## src/csw_pkg.sv

```systemverilog
package csw_pkg;

  // ==========================================================
  // register indices (byte address is four times the index)
  // ==========================================================
  localparam logic [11:0] CSW_IDX_REQUEST = 12'h088d;
  localparam logic [11:0] CSW_IDX_CURRENT = 12'h088e;
  localparam logic [11:0] CSW_IDX_CONTROL = 12'h088f;
  localparam logic [11:0] CSW_IDX_STATUS = 12'h0890;
  localparam logic [11:0] CSW_IDX_IRQ = 12'h0898;

  // ==========================================================
  // field positions
  // ==========================================================
  localparam int CSW_SRC_LSB = 4;
  localparam int CSW_DIV_LSB = 0;
  localparam int CSW_HOLD_BIT = 7;
  localparam int CSW_PWR_BIT = 6;
  localparam int CSW_DONE_BIT = 4;
  localparam int CSW_NSR_BIT = 3;
  localparam int CSW_EXT_RDY_BIT = 7;
  localparam int CSW_FAST_RDY_BIT = 6;
  localparam int CSW_MED_RDY_BIT = 5;
  localparam int CSW_SLOW_RDY_BIT = 4;
  localparam int CSW_SEC_RDY_BIT = 3;
  localparam int CSW_CONV_RDY_BIT = 2;
  localparam int CSW_MUL_RDY_BIT = 0;
  localparam int CSW_IRQ_BIT = 0;

  // ==========================================================
  // source and divider codes
  // ==========================================================
  localparam logic [2:0] CSW_SRC_EXT = 3'h7;
  localparam logic [2:0] CSW_SRC_FAST = 3'h6;
  localparam logic [2:0] CSW_SRC_SLOW = 3'h5;
  localparam logic [2:0] CSW_SRC_SEC = 3'h4;
  localparam logic [2:0] CSW_SRC_RSV_HI = 3'h3;
  localparam logic [2:0] CSW_SRC_EXT_PLL = 3'h2;
  localparam logic [2:0] CSW_SRC_FAST_PLL = 3'h1;
  localparam logic [2:0] CSW_SRC_RSV_LO = 3'h0;
  localparam logic [3:0] CSW_DIV_MAX = 4'h9;

  // ==========================================================
  // reset values
  // ==========================================================
  localparam logic [3:0] CSW_DIV_RST_FAST = 4'h2;
  localparam logic [3:0] CSW_DIV_RST_OTHER = 4'h0;
  localparam logic CSW_HOLD_RST = 1'b0;
  localparam logic CSW_PWR_RST = 1'b0;
  localparam logic [7:0] CSW_SYNC_RST = 8'h00;

  // ==========================================================
  // switch sequencer states
  // ==========================================================
  typedef enum logic [3:0] {
    CSW_ST_IDLE = 4'b0001,
    CSW_ST_WAIT = 4'b0010,
    CSW_ST_HOLD = 4'b0100,
    CSW_ST_SWAP = 4'b1000
  } csw_state_t;

endpackage : csw_pkg

```

## src/csw_sync.sv

```systemverilog
`timescale 1ns/1ps
`default_nettype none

// ==========================================================
// three-stage synchroniser with agreement filter
// ==========================================================
module csw_sync #(
  parameter int W = 8
) (
  input wire logic mclk,
  input wire logic rst,
  input wire logic [W-1:0] async_in,
  output logic [W-1:0] sync_out
);

  logic [W-1:0] s1_q;
  logic [W-1:0] s2_q;
  logic [W-1:0] s3_q;
  logic [W-1:0] out_q;
  logic [W-1:0] out_d;

  // a bit only moves once stages two and three agree
  always_comb begin
    for (int i = 0; i < W; i++) begin
      out_d[i] = (s2_q[i] == s3_q[i]) ? s3_q[i] : out_q[i];
    end
  end

  always_ff @(posedge mclk) begin
    if (rst) begin
      s1_q <= '0;
      s2_q <= '0;
      s3_q <= '0;
      out_q <= '0;
    end else begin
      s1_q <= async_in;
      s2_q <= s1_q;
      s3_q <= s2_q;
      out_q <= out_d;
    end
  end

  assign sync_out = out_q;

endmodule : csw_sync

`default_nettype wire

```

## src/csw_regs.sv

```systemverilog
`timescale 1ns/1ps
`default_nettype none

// How it works
// - request source in bits 6:4; codes 111,110,101,100,010,001 valid, 011/000 reserved
// - request divider in bits 3:0; code n divides by two to the n, up to 1001; writes store any 4-bit code, 1010-1111 included
// - writes carrying a reserved source code leave the source field unchanged
// - with switch-enable fuse cleared, the request register ignores every write
// - on reset the request source loads from the reset-source fuses
// - on reset divider loads 0010 for source 110, otherwise 0000
// - read-only current register shows active source 6:4 and divider 3:0
// - after reset current fields equal request reset values
// - hold bit set: stop when new source ready, raise flag, stay on old clock
// - hold bit clear: switch as soon as new-source-ready is seen
// - control bit 6 selects secondary oscillator high (1) or low (0) power
// - done flag bit 4 is 1 when request equals current, else 0
// - ready flag bit 3 sets when the requested oscillator is seen ready while switching, and stays set until the swap ends or the request is abandoned
// - without hold the ready flag may last only one cycle
// - status bits 7..3 give external, fast, medium, slow, secondary ready
// - status bit 0 shows multiplier usable: enabled, input ready and locked
// - after a new request the system keeps running on the current source until ready
// - at switch completion current fields update, done sets, ready flag clears
// - switch flag sets with the ready flag and stays until software clears it
module csw_regs (
  input wire logic mclk,
  input wire logic rst,
  input wire logic hsel,
  input wire logic [31:0] haddr,
  input wire logic [1:0] htrans,
  input wire logic hwrite,
  input wire logic [2:0] hsize,
  input wire logic [31:0] hwdata,
  input wire logic hready,
  output logic hreadyout,
  output logic hresp,
  output logic [31:0] hrdata,
  input wire logic switch_enable_fuse,
  input wire logic [2:0] reset_source_fuse,
  input wire logic external_ready,
  input wire logic fast_internal_ready,
  input wire logic medium_internal_ready,
  input wire logic slow_internal_ready,
  input wire logic secondary_ready,
  input wire logic converter_osc_ready,
  input wire logic multiplier_ready,
  output logic [2:0] requested_source_sel,
  output logic [2:0] current_source_sel,
  output logic [3:0] current_divider_sel,
  output logic clock_stall,
  output logic secondary_power_mode,
  output logic switch_irq_flag
);

  // ==========================================================
  // oscillator ready inputs
  // ==========================================================
  logic [7:0] rdy_raw;
  logic [7:0] rdy_s;

  always_comb begin
    rdy_raw = 8'h00;
    rdy_raw[csw_pkg::CSW_EXT_RDY_BIT] = external_ready;
    rdy_raw[csw_pkg::CSW_FAST_RDY_BIT] = fast_internal_ready;
    rdy_raw[csw_pkg::CSW_MED_RDY_BIT] = medium_internal_ready;
    rdy_raw[csw_pkg::CSW_SLOW_RDY_BIT] = slow_internal_ready;
    rdy_raw[csw_pkg::CSW_SEC_RDY_BIT] = secondary_ready;
    rdy_raw[csw_pkg::CSW_CONV_RDY_BIT] = converter_osc_ready;
    // the multiplier reports usable only when enabled, fed and locked
    rdy_raw[csw_pkg::CSW_MUL_RDY_BIT] = multiplier_ready;
  end

  csw_sync #(
    .W(8)
  ) u_rdy_sync (
    .mclk(mclk),
    .rst(rst),
    .async_in(rdy_raw),
    .sync_out(rdy_s)
  );

  // ==========================================================
  // ahb-lite slave: writes zero wait, reads one wait state
  // ==========================================================
  logic wr_pend_q;
  logic wr_pend_d;
  logic rd_pend_q;
  logic rd_pend_d;
  logic [11:0] idx_q;
  logic [11:0] idx_d;
  logic idx_ok_q;
  logic idx_ok_d;
  logic [31:0] hrdata_q;
  logic [31:0] hrdata_d;
  logic take;

  assign take = hsel && hready && htrans[1];
  assign hresp = 1'b0;
  // a read holds the bus one cycle so hrdata comes from a flop
  assign hreadyout = !rd_pend_q;
  assign hrdata = hrdata_q;

  always_comb begin
    wr_pend_d = take && hwrite;
    rd_pend_d = take && !hwrite;
    idx_d = take ? haddr[13:2] : idx_q;
    idx_ok_d = take ? (haddr[31:14] == 18'h0_0000) && (haddr[1:0] == 2'h0) : idx_ok_q;
  end

  always_ff @(posedge mclk) begin
    if (rst) begin
      wr_pend_q <= 1'b0;
      rd_pend_q <= 1'b0;
      idx_q <= 12'h0000;
      idx_ok_q <= 1'b0;
      hrdata_q <= 32'h0000_0000;
    end else begin
      wr_pend_q <= wr_pend_d;
      rd_pend_q <= rd_pend_d;
      idx_q <= idx_d;
      idx_ok_q <= idx_ok_d;
      hrdata_q <= hrdata_d;
    end
  end

  logic wr_req;
  logic wr_ctl;
  logic wr_irq;

  assign wr_req = wr_pend_q && idx_ok_q && (idx_q == csw_pkg::CSW_IDX_REQUEST);
  assign wr_ctl = wr_pend_q && idx_ok_q && (idx_q == csw_pkg::CSW_IDX_CONTROL);
  assign wr_irq = wr_pend_q && idx_ok_q && (idx_q == csw_pkg::CSW_IDX_IRQ);

  // ==========================================================
  // request, current and control state
  // ==========================================================
  logic [2:0] req_src_q;
  logic [2:0] req_src_d;
  logic [3:0] req_div_q;
  logic [3:0] req_div_d;
  logic [2:0] cur_src_q;
  logic [2:0] cur_src_d;
  logic [3:0] cur_div_q;
  logic [3:0] cur_div_d;
  logic hold_q;
  logic hold_d;
  logic pwr_q;
  logic pwr_d;
  logic irq_q;
  logic irq_d;
  logic wr_en_q;
  csw_pkg::csw_state_t st_q;
  csw_pkg::csw_state_t st_d;
  logic [2:0] tgt_src_q;
  logic [2:0] tgt_src_d;
  logic [3:0] tgt_div_q;
  logic [3:0] tgt_div_d;
  logic [3:0] div_rst;
  logic [2:0] wr_src;
  logic src_rsv;
  logic pending;
  logic new_rdy;
  logic nsr;
  logic done;
  logic req_moved;

  assign div_rst = (reset_source_fuse == csw_pkg::CSW_SRC_FAST) ?
                   csw_pkg::CSW_DIV_RST_FAST : csw_pkg::CSW_DIV_RST_OTHER;
  assign wr_src = hwdata[csw_pkg::CSW_SRC_LSB +: 3];
  assign src_rsv = (wr_src == csw_pkg::CSW_SRC_RSV_HI) ||
                   (wr_src == csw_pkg::CSW_SRC_RSV_LO);
  assign pending = (req_src_q != cur_src_q) || (req_div_q != cur_div_q);
  assign done = !pending;
  assign req_moved = (req_src_q != tgt_src_q) || (req_div_q != tgt_div_q);

  // ready of the oscillator the request points at
  always_comb begin
    case (req_src_q)
      csw_pkg::CSW_SRC_EXT: new_rdy = rdy_s[csw_pkg::CSW_EXT_RDY_BIT];
      csw_pkg::CSW_SRC_FAST: new_rdy = rdy_s[csw_pkg::CSW_FAST_RDY_BIT];
      csw_pkg::CSW_SRC_SLOW: new_rdy = rdy_s[csw_pkg::CSW_SLOW_RDY_BIT];
      csw_pkg::CSW_SRC_SEC: new_rdy = rdy_s[csw_pkg::CSW_SEC_RDY_BIT];
      csw_pkg::CSW_SRC_EXT_PLL: new_rdy = rdy_s[csw_pkg::CSW_EXT_RDY_BIT] &&
                                          rdy_s[csw_pkg::CSW_MUL_RDY_BIT];
      csw_pkg::CSW_SRC_FAST_PLL: new_rdy = rdy_s[csw_pkg::CSW_FAST_RDY_BIT] &&
                                           rdy_s[csw_pkg::CSW_MUL_RDY_BIT];
      default: new_rdy = 1'b0;
    endcase
  end

  // the flag stands in the stopped state and during the swap cycle
  assign nsr = (st_q == csw_pkg::CSW_ST_HOLD) || (st_q == csw_pkg::CSW_ST_SWAP);

  always_comb begin
    req_src_d = req_src_q;
    req_div_d = req_div_q;
    hold_d = hold_q;
    pwr_d = pwr_q;
    // only a switch-enabled part accepts new requests
    if (wr_req && wr_en_q) begin
      if (!src_rsv) begin
        req_src_d = wr_src;
      end
      req_div_d = hwdata[csw_pkg::CSW_DIV_LSB +: 4];
    end
    if (wr_ctl) begin
      hold_d = hwdata[csw_pkg::CSW_HOLD_BIT];
      pwr_d = hwdata[csw_pkg::CSW_PWR_BIT];
    end
  end

  // ==========================================================
  // switch sequencer
  // ==========================================================
  always_comb begin
    st_d = st_q;
    cur_src_d = cur_src_q;
    cur_div_d = cur_div_q;
    tgt_src_d = tgt_src_q;
    tgt_div_d = tgt_div_q;
    irq_d = irq_q;
    // software clears with a one; a same-cycle set below still wins
    if (wr_irq && hwdata[csw_pkg::CSW_IRQ_BIT]) begin
      irq_d = 1'b0;
    end
    case (st_q)
      csw_pkg::CSW_ST_IDLE: begin
        if (pending) begin
          st_d = csw_pkg::CSW_ST_WAIT;
        end
      end
      csw_pkg::CSW_ST_WAIT: begin
        if (!pending) begin
          st_d = csw_pkg::CSW_ST_IDLE;
        end else if (new_rdy) begin
          tgt_src_d = req_src_q;
          tgt_div_d = req_div_q;
          irq_d = 1'b1;
          st_d = hold_q ? csw_pkg::CSW_ST_HOLD : csw_pkg::CSW_ST_SWAP;
        end
      end
      csw_pkg::CSW_ST_HOLD: begin
        // stay on the old clock until released or the request is abandoned
        if (!pending) begin
          st_d = csw_pkg::CSW_ST_IDLE;
        end else if (req_moved) begin
          st_d = csw_pkg::CSW_ST_WAIT;
        end else if (!hold_q) begin
          st_d = csw_pkg::CSW_ST_SWAP;
        end
      end
      csw_pkg::CSW_ST_SWAP: begin
        // a request rewritten during the stalled cycle is taken next time
        cur_src_d = tgt_src_q;
        cur_div_d = tgt_div_q;
        st_d = csw_pkg::CSW_ST_IDLE;
      end
      default: begin
        st_d = csw_pkg::CSW_ST_IDLE;
      end
    endcase
  end

  always_ff @(posedge mclk) begin
    if (rst) begin
      req_src_q <= reset_source_fuse;
      req_div_q <= div_rst;
      cur_src_q <= reset_source_fuse;
      cur_div_q <= div_rst;
      tgt_src_q <= reset_source_fuse;
      tgt_div_q <= div_rst;
      wr_en_q <= switch_enable_fuse;
      hold_q <= csw_pkg::CSW_HOLD_RST;
      pwr_q <= csw_pkg::CSW_PWR_RST;
      irq_q <= 1'b0;
      st_q <= csw_pkg::CSW_ST_IDLE;
    end else begin
      req_src_q <= req_src_d;
      req_div_q <= req_div_d;
      cur_src_q <= cur_src_d;
      cur_div_q <= cur_div_d;
      tgt_src_q <= tgt_src_d;
      tgt_div_q <= tgt_div_d;
      wr_en_q <= wr_en_q;
      hold_q <= hold_d;
      pwr_q <= pwr_d;
      irq_q <= irq_d;
      st_q <= st_d;
    end
  end

  // ==========================================================
  // clock mux drive
  // ==========================================================
  // the mux select only moves while the system clock is stalled, so
  // the downstream mux never sees a select change under a live edge
  assign clock_stall = (st_q == csw_pkg::CSW_ST_SWAP);
  assign current_source_sel = cur_src_q;
  assign current_divider_sel = cur_div_q;
  assign requested_source_sel = req_src_q;
  assign secondary_power_mode = pwr_q;
  assign switch_irq_flag = irq_q;

  // ==========================================================
  // read mux
  // ==========================================================
  always_comb begin
    hrdata_d = hrdata_q;
    if (rd_pend_d) begin
      hrdata_d = 32'h0000_0000;
      if ((haddr[31:14] == 18'h0_0000) && (haddr[1:0] == 2'h0)) begin
        case (haddr[13:2])
          csw_pkg::CSW_IDX_REQUEST: begin
            hrdata_d[csw_pkg::CSW_SRC_LSB +: 3] = req_src_q;
            hrdata_d[csw_pkg::CSW_DIV_LSB +: 4] = req_div_q;
          end
          csw_pkg::CSW_IDX_CURRENT: begin
            hrdata_d[csw_pkg::CSW_SRC_LSB +: 3] = cur_src_q;
            hrdata_d[csw_pkg::CSW_DIV_LSB +: 4] = cur_div_q;
          end
          csw_pkg::CSW_IDX_CONTROL: begin
            hrdata_d[csw_pkg::CSW_HOLD_BIT] = hold_q;
            hrdata_d[csw_pkg::CSW_PWR_BIT] = pwr_q;
            hrdata_d[csw_pkg::CSW_DONE_BIT] = done;
            hrdata_d[csw_pkg::CSW_NSR_BIT] = nsr;
          end
          csw_pkg::CSW_IDX_STATUS: begin
            hrdata_d[7:0] = rdy_s;
            hrdata_d[1] = 1'b0;
          end
          csw_pkg::CSW_IDX_IRQ: begin
            hrdata_d[csw_pkg::CSW_IRQ_BIT] = irq_q;
          end
          default: begin
            hrdata_d = 32'h0000_0000;
          end
        endcase
      end
    end
  end

  logic unused_ok;
  assign unused_ok = &{1'b0, hsize, hwdata[31:8]};

endmodule : csw_regs

`default_nettype wire

```

## config.mk

```make
export PLATFORM = sky130hd
export DESIGN_NAME = csw_regs
export DESIGN_NICKNAME = d
export VERILOG_FILES = /design/src/csw_pkg.sv /design/src/csw_sync.sv /design/src/csw_regs.sv
export SDC_FILE = /design/constraint.sdc
export NUM_CORES = 1
export LEC_CHECK = 0
export BUFFER_PORTS_ARGS = -buffer_cell sky130_fd_sc_hd__buf_2
export CAP_MARGIN = 10
export CORE_MARGIN = 2
export CORE_UTILIZATION = 54
export DETAILED_ROUTE_END_ITERATION = 6
export PLACE_DENSITY = 0.95
export SLEW_MARGIN = 5
export SYNTH_ARGS = -nofsm -noshare
export SYNTH_HDL_FRONTEND = slang
export SYNTH_SLANG_ARGS = --single-unit
```

## constraint.sdc

```tcl
create_clock -name mclk -period 3.7 [get_ports mclk]
set_input_delay 0.74 -clock mclk [delete_from_list [all_inputs] [get_ports mclk]]
set_output_delay 0.74 -clock mclk [all_outputs]
set_load 0.05 [all_outputs]
```

* Word-level counts from Yosys, hierarchy flattened *
Cells that the tools add are included.

storage, ports and cells
  output and inout port bits = 47
  word-level logic and storage cells = 131
  bits in registers = 107

cells by class
  reduce and logical (&&, ||, !) cells = 31
  muxes and demuxes = 38
  equality and inequality tests = 35

operators by type and width
  cell                                           count
  == test 12 bit, second input constant          8
  two-way mux 4 bit                              15
  two-way mux 3 bit                              9
  zero test 18 bit                               1
  == test 3 bit, second input constant           5
  logical AND 1 bit                              13
  case mux 4 bit (3 select lines)                1
  nonzero test 2 bit                             5
  two-way mux 8 bit                              1
  != test 4 bit                                  2
  case mux 1 bit (4 select lines)                2
  case mux 2 bit (4 select lines)                1
  == test 1 bit                                  7
  == test 3 x 2 -> 1 bit, second input constant  2
  != test 3 bit                                  2
  case mux 1 bit (6 select lines)                1
  case mux 2 bit (3 select lines)                1
  AND reduction 3 bit                            2
  == test 4 x 1 -> 1 bit, second input constant  1
  == test 4 x 2 -> 1 bit, second input constant  1
  == test 4 x 3 -> 1 bit, second input constant  1
  == test 4 bit, second input constant           1
  logical OR 1 bit                               4
  two-way mux 1 bit                              4
  other kinds (11)                               14

* Longest topological paths before layout *
Gate-level depths: netlist of the first run.

  word-level depth = 7
  depth in mapped cells = 6

* Cells and area by module *
Synthesis of the first run repeated with hierarchy kept, for this count alone.

unflattened totals
  cells, all modules = 394
  area, all modules = 3,771.1 um^2

by module, submodules not included
  module    instances  cells an instance  seq. area each (um^2)  area each (um^2)
  csw_regs  1          311                1,261.2                2,847.7
  csw_sync  1          83                 640.6                  923.4

* Worst setup path after synthesis of the first run *
OpenSTA, ideal clock, no wires.

  path type = reg2out
  from = reg st_q[3]
  to = out clock_stall
  arrival time = 2.074 ns
  stages on the path, launching flop included = 2
  path slack = 0.886 ns
  cell sequence = dfxtp_1 -> nor4b_1

between the ends
  word-level cells in the longest chain between the ends = 1

ends and longest elaborated chain
  what                    line             RTL
  from (decl)             csw_regs.sv:151  csw_pkg::csw_state_t st_q;
  from (signal assigned)  csw_regs.sv:275  st_q <= csw_pkg::CSW_ST_IDLE;
  from (signal assigned)  csw_regs.sv:287  st_q <= st_d;
  == test 4 bit           csw_regs.sv:296  assign clock_stall = (st_q == csw_pkg::CSW_ST_SWAP);
  to (decl)               csw_regs.sv:49   output logic clock_stall,

Every way passes these cells.

* Worst setup path after layout of the first run *
  from = in htrans[1]
  to = reg hrdata_q[7], in the netlist hrdata[7]

between the ends
  word-level cells in the longest chain between the ends = 2

ends and longest elaborated chain
  what                  line             RTL
  from (decl)           csw_regs.sv:29   input wire logic [1:0] htrans,
  logical AND 1 bit     csw_regs.sv:96   assign take = hsel && hready && htrans[1];
  logical AND 1 bit     csw_regs.sv:104  rd_pend_d = take && !hwrite;
  to (signal assigned)  csw_regs.sv:121  hrdata_q <= hrdata_d;
  to (decl)             csw_regs.sv:92   logic [31:0] hrdata_q;

Every way passes these cells.
A chain may end at the register's enable or synchronous reset.

==> results of run 1 <==
[layout by cell type (no fill, tap or decap), drive strengths merged, types with 2 or more instances in the layout]
master / instances
or2: 2
nand4: 5
mux2i: 3
conb: 25
o211ai: 2
or4: 2
buf: 79
nor4bb: 2
nand2: 45
nand2b: 4
mux2: 2
nand3: 7
a21oi: 27
nand3b: 2
nor4b: 5
or4b: 2
a22oi: 4
nor3: 4
xnor2: 11
edfxtp: 22
dfxtp: 58
o21ai: 23
o31ai: 2
inv: 16
a22o: 4
nor2: 12
a21o: 5
nor3b: 4
and3: 3
xor2: 6
nor2b: 32
clkinv: 2
nand4b: 2
nor4: 11
clkbuf: 12
[worst register-to-register path, cell delays in order, from the launching register on]
cell      delay, ns
edfxtp_1       0.56
and4b_1        0.35
a211oi_1       0.06
a31oi_1        0.31
nand4b_1       0.23
nand2b_1       0.36
[state kept, by name (all words and copies together), names as in the netlist]
signal                count
current_divider_sel       4
current_source_sel        3
hold_q                    1
hrdata                    8
idx_ok_q                  1
idx_q                    12
rd_pend_q                 1
req_div_q                 4
requested_source_sel      3
secondary_power_mode      1
st_q                      4
switch_irq_flag           1
tgt_div_q                 4
tgt_src_q                 3
u_rdy_sync.s1_q           7
u_rdy_sync.s2_q           7
u_rdy_sync.s3_q           7
u_rdy_sync.sync_out       7
wr_en_q                   1
wr_pend_q                 1
[power groups by stage]
stage	clock network [mW]	registers, mW	logic, mW
2_1_floorplan	0	1.01	0.177
3_3_place_gp	0	0.991	0.226
3_5_place_dp	0	0.994	0.234
4_1_cts	0.689	0.973	0.235
5_1_grt	0.718	0.978	0.255
6_report	0.681	0.974	0.236
[final cells by class]
type                    instances  area share, %
repair buffers                 79          9.422
clock buffers                  12          3.970
multi-input cells             271          38.61
clock inverters                 4          1.156
flip-flops and latches         80          43.14
inverters                      15          1.333
well taps                      80          2.370
[through the flow]
step	std cells	power (mW)	util, %	instance area [um^2]
finish	541	1.891	62.85	4223
global route	541	1.951	62.85	4223
CTS	541	1.897	62.85	4223
detailed placement	525	1.227	59.63	4006
global placement	525	1.217	59.63	4006
floorplan	408	1.183	-	3792
[layer usage]
layer / wire length [um] / track usage (%) / vias to the layer above
li1: - / - / 1432
met1: 3241 / 25.80 / 1388
met2: 3997 / 36.36 / 127
met3: 561 / 6.857 / 31
met4: 270 / 11.51 / 0
met5: 0 / 0 / -
[final timing paths]
kind	start	endpoint	cells after the start
max	htrans[1]	hrdata[7]	6
min	u_rdy_sync.s1_q[2]	u_rdy_sync.s2_q[2]	1
max reg2reg	requested_source_sel[2]	tgt_div_q[3]	5
min reg2reg	u_rdy_sync.s1_q[2]	u_rdy_sync.s2_q[2]	1
[cell families after synthesis]
logic type,Yosys count
simple gates,149
compound gates,75
buf+inv,57
mux,5
flops,80
other cells,1
xor+xnor,17
==> flow_metrics.py, run 1 <==
metrics = {
    "drt": {
        "antenna_left": 0,
        "route.detailed.drc": 0,
        "first_pass_iters": 4,
        "vias_per_cell": 5.505,
        "routed_wl_um": 8070,
        "post_drt_wl_per_cell_um": 14.92,
        "vias": 2978,
        "drt_iter0_markers": 185,
    },
    "synth": {
        "ys_ff_latch": 80,
        "synth_top_family_by_area": "simple AND/OR/NAND/NOR gates",
        "syn_area_per_cell_um2": 9.641,
        "synth_edf_count": 22,
        "synth_cell_types": 52,
        "yosys.area.top_type_share_pct": 31.36,
        "synth.area.mux_share_pct": 1.419,
        "yosys.area.top_type": "dfxtp_1",
        "synth.top_cells.by_area": "dfxtp_1, edfxtp_1, nor2b_1, buf_4, nand2_1",
        "seq_area_frac_synth_pct": 49.21,
        "syn_area_mm2": 0.003702,
        "synth.most_common_cell": "dfxtp_1",
        "yosysWarnings": 0,
        "synth_xor_area_share_pct": 4.022,
        "synthArstFlopShare_pct": 0,
        "synthAdderAreaFrac_pct": 0,
        "synth-compound-area-share_pct": 12.57,
        "yosys_most_used_dff": "dfxtp_1",
        "synthSimpleGateAreaFrac_pct": 23.49,
        "syn_inst": 384,
        "synth_top_cells_by_count": "dfxtp_1, nand2_1, nor2b_1",
    },
    "power": {
        "power.share.clock_pct": 36.0,
        "swShare_pct": 26.67,
        "p_int_mw": 1.387,
        "power_leakage_nw": 1.740,
        "power.net_switching_mw": 0.5045,
        "power.density_mw_per_mm2": 447.9,
        "seqPwrFrac_pct": 51.5,
        "power.share.combinational_pct": 12.5,
        "vdd.ir_drop.worst_uv": 259.0,
    },
    "clock_tree": {
        "cts_max_level": 3,
        "ctsResizeCount": 0,
        "path_clk_slew_ns": 0.07,
        "hold_buffers": 0,
        "clockBufferDepth": 2,
        "clock_latency_ns": 0.35,
        "clockRootBuffer": "clkbuf_8",
        "post_cts.repair.setup_buffers": 0,
        "cts.sinks": 80,
        "cts_inserted_buffers": 9,
        "cts_tree": "done",
    },
    "setup_path": {
        "r2r_slack_ns": 1.49,
        "cp_top_family": "simple AND/OR/NAND/NOR gates",
        "end_kind": "flip-flop",
        "crit_path_start_kind": "primary input",
        "crit_path_top_delay_cell": "nor3_1",
        "worstPathRequired_ns": 3.98,
        "cp_slowest_stage_delay_ns": 0.67,
        "worstPathCellList": "buf_2 -> and3_1 -> nand4_1 -> nor3_1 -> a21bo_2 -> a21oi_1",
        "critPathKind": "in -> reg",
        "worst-path-buf-inv": 1,
        "worstPathMaxFanout": 14,
        "crit_arrival_ns": 2.64,
    },
    "grt": {
        "grt_max_degree": 62,
        "grt_overflow": 0,
        "grt_pass1_vias": 2832,
        "grt_usage_pct": 22.09,
        "grt_pass1_wl_um": 12780,
        "grt_antenna_before_repair": 0,
    },
    "die": {
        "boundaryPins": 132,
        "dieArea_mm2": 0.007534,
        "start_util_pct": 55.10,
        "die_y_um": 86.80,
        "die_w_um": 86.80,
        "rows": 30,
        "core_area_mm2": 0.006719,
    },
    "timing": {
        "post-route-period-util_pct": 63.86,
        "hold_viol": 0,
        "final.setup.worst_slack_ns": 1.337,
        "finalSetupViolations": 0,
        "fin_skew_ns": 0.008636,
        "rsz0062_at_grt": "false",
        "min_period_ns": 2.363,
        "fmax_mhz": 423.2,
        "slew_viol_final": 0,
        "worst_pin_slew_ns": 0.9316,
        "tns_ns": 0,
        "whs_ns": 0.4381,
        "maxSlewHeadroom_pct": 37.89,
    },
    "layout": {
        "syn_to_final_growth_pct": 14.06,
        "seq_area_mm2": 0.001822,
        "multi_input_area_mm2": 0.001630,
        "nNetsFinal": 541,
        "fill_cells": 538,
        "antenna_cells": 0,
        "layout-drive-gt1-share_pct": 24.30,
    },
    "place": {
        "gp_congestion": 0.8943,
        "dp_hpwl_um": 5911,
        "io_buffers": 78,
        "dp_slack_ns": 0.9800,
    },
    "run": {
        "drv_cap": 0,
    },
    "status": {
        "status": "complete, no violations",
    },
    "hold_path": {
        "hp-class": "reg -> reg",
    },
}
Note: power is estimated with default switching activity, not from simulation.
==> run 2: changes to the inputs <==
--- a/config.mk
+++ b/config.mk
@@ -8,9 +8,9 @@
 export BUFFER_PORTS_ARGS = -buffer_cell sky130_fd_sc_hd__buf_2
 export CAP_MARGIN = 10
 export CORE_MARGIN = 2
-export CORE_UTILIZATION = 54
+export CORE_UTILIZATION = 50
 export DETAILED_ROUTE_END_ITERATION = 6
-export PLACE_DENSITY = 0.95
+export PLACE_DENSITY = 0.92
 export SLEW_MARGIN = 5
 export SYNTH_ARGS = -nofsm -noshare
 export SYNTH_HDL_FRONTEND = slang
==> constraint.sdc (replaced) <==
create_clock -name mclk -period 2.34 [get_ports mclk]
set_input_delay 0.468 -clock mclk [delete_from_list [all_inputs] [get_ports mclk]]
set_output_delay 0.468 -clock mclk [all_outputs]
set_load 0.05 [all_outputs]
==> flow_metrics.py, run 2 (same netlist as run 1, synthesis figures left out) <==
metrics = {
    "grt": {
        "grt_antenna_before_repair": 0,
        "grt_pass1_vias": 2810,
        "grt_max_degree": 41,
        "grt_overflow": 0,
        "grt_usage_pct": 20.22,
        "grt_pass1_wl_um": 13120,
    },
    "setup_path": {
        "critPathKind": "reg -> reg",
        "rr_startpoint": "requested_source_sel[0]",
        "worstPathMaxFanout": 9,
        "reg2reg_to": "tgt_src_q[0]",
        "reg2reg_depth": 5,
        "r2r_slack_ns": 0.22,
        "worstPathRequired_ns": 2.36,
        "cp_slowest_stage_delay_ns": 0.55,
        "crit_start": "requested_source_sel[0]",
        "endpoint": "tgt_src_q[0]",
        "end_kind": "flip-flop",
        "crit_path_start_kind": "flip-flop",
        "crit_arrival_ns": 2.14,
        "worstPathCellList": "nor3b_1 -> o21ai_0 -> a31oi_1 -> nand4b_1 -> nand2b_1",
        "crit_path_top_delay_cell": "edfxtp_1",
    },
    "layout": {
        "seq_area_mm2": 0.001822,
        "syn_to_final_growth_pct": 15.78,
        "antenna_cells": 0,
        "largest_register_ffs": 12,
        "final_common_cell": "buf_2",
        "nNetsFinal": 550,
        "fin_area_mm2": 0.004287,
        "multi_input_area_mm2": 0.001637,
        "final_cell_mix": "buf_2, dfxtp_1, nand2_1, nor2b_1, a21oi_1",
        "layout-drive-gt1-share_pct": 25.74,
        "regMostFlops": "idx_q",
        "fill_cells": 607,
        "instances_no_fill": 569,
    },
    "drt": {
        "vias": 3032,
        "routed_wl_um": 8156,
        "first_pass_iters": 5,
        "post_drt_wl_per_cell_um": 14.33,
        "vias_per_cell": 5.329,
        "drt_iter0_markers": 227,
        "antenna_left": 0,
        "route.detailed.drc": 0,
    },
    "power": {
        "vdd.ir_drop.worst_uv": 389.0,
        "power.density_mw_per_mm2": 663.9,
        "power_leakage_nw": 1.763,
    },
    "clock_tree": {
        "cts.sinks": 80,
        "path_clk_slew_ns": 0.08,
        "ctsResizeCount": 0,
        "cts_max_level": 3,
        "hold_buffers": 0,
        "cts_tree": "done",
        "clockRootBuffer": "clkbuf_8",
        "clockBufferDepth": 2,
        "post_cts.repair.setup_buffers": 0,
        "cts_inserted_buffers": 9,
        "clock_latency_ns": 0.35,
    },
    "timing": {
        "fmax_mhz": 471.2,
        "fin_skew_ns": 0.009426,
        "rsz0062_at_grt": "false",
        "worst_pin_slew_ns": 0.5878,
        "finalSetupViolations": 0,
        "min_period_ns": 2.122,
        "maxSlewHeadroom_pct": 60.81,
        "hold_viol": 0,
        "tns_ns": 0,
        "slew_viol_final": 0,
        "post-route-period-util_pct": 90.69,
        "final.setup.worst_slack_ns": 0.2179,
    },
    "die": {
        "die_w_um": 90.05,
        "core_area_mm2": 0.007214,
        "die_y_um": 90.05,
        "rows": 31,
        "boundaryPins": 132,
        "start_util_pct": 51.32,
        "dieArea_mm2": 0.008109,
    },
    "place": {
        "io_buffers": 78,
        "placed_area_mm2": 0.004104,
        "dp_slack_ns": 0.1282,
        "dp_hpwl_um": 6039,
        "dp_cells": 553,
        "gp_congestion": 0.8640,
    },
    "hold_path": {
        "hp-class": "in -> reg",
    },
    "status": {
        "status": "complete, no violations",
    },
    "run": {
        "drv_cap": 0,
    },
}
run 2: final cells by class:
cell class | count | share of cell area, %
flip-flops and latches | 80 | 42.50
multi-input cells | 271 | 38.18
inverters | 15 | 1.313
well taps | 99 | 2.890
clock buffers | 11 | 3.298
repair buffers | 88 | 10.86
clock inverters | 5 | 0.9632
run 2: worst min path at each step:
stage / from / to / slack (ns) / depth (start not counted)
2_1_floorplan: u_rdy_sync.s1_q[0] / u_rdy_sync.s2_q[0] / 0.41 / 1
3_3_place_gp: u_rdy_sync.s1_q[7] / u_rdy_sync.s2_q[7] / 0.42 / 1
4_1_cts: switch_enable_fuse / wr_en_q / 0.29 / 1
5_1_grt: switch_enable_fuse / wr_en_q / 0.29 / 1
6_report: switch_enable_fuse / wr_en_q / 0.30 / 1
3_5_place_dp: u_rdy_sync.s1_q[3] / u_rdy_sync.s2_q[3] / 0.43 / 1
run 2: metal layers:
metal | vias to the layer above | wire length (um) | global-route usage, %
li1 | 1449 | - | -
met1 | 1438 | 3265 | 24.37
met2 | 128 | 4203 | 34.65
met3 | 17 | 546 | 5.197
met4 | 0 | 140 | 7.821
met5 | - | 0 | 0
run 2: critical path: cells and delay by family (launching register included):
| kind | cells | cell delay [ns] |
|---|---|---|
| flops | 1 | 0.55 |
| simple gates | 3 | 0.78 |
| compound gates | 2 | 0.47 |
run 2: where the power goes:
part | internal, mW | switching [mW]
combinational | 0.124 | 0.259
clock | 0.423 | 0.501
sequential | 1.48 | 0.0560
run 2: metrics by stage:
| stage | utilization, % | total power, mW | hold WS [ns] |
|---|---|---|---|
| 3_3_place_gp | 56.89 | 1.934 | 0.4196 |
| 2_1_floorplan | - | 1.872 | 0.4138 |
| 3_5_place_dp | 56.89 | 1.948 | 0.4286 |
| 5_1_grt | 59.42 | 2.963 | 0.2946 |
| 6_report | 59.42 | 2.846 | 0.3016 |
| 4_1_cts | 59.42 | 2.858 | 0.2896 |
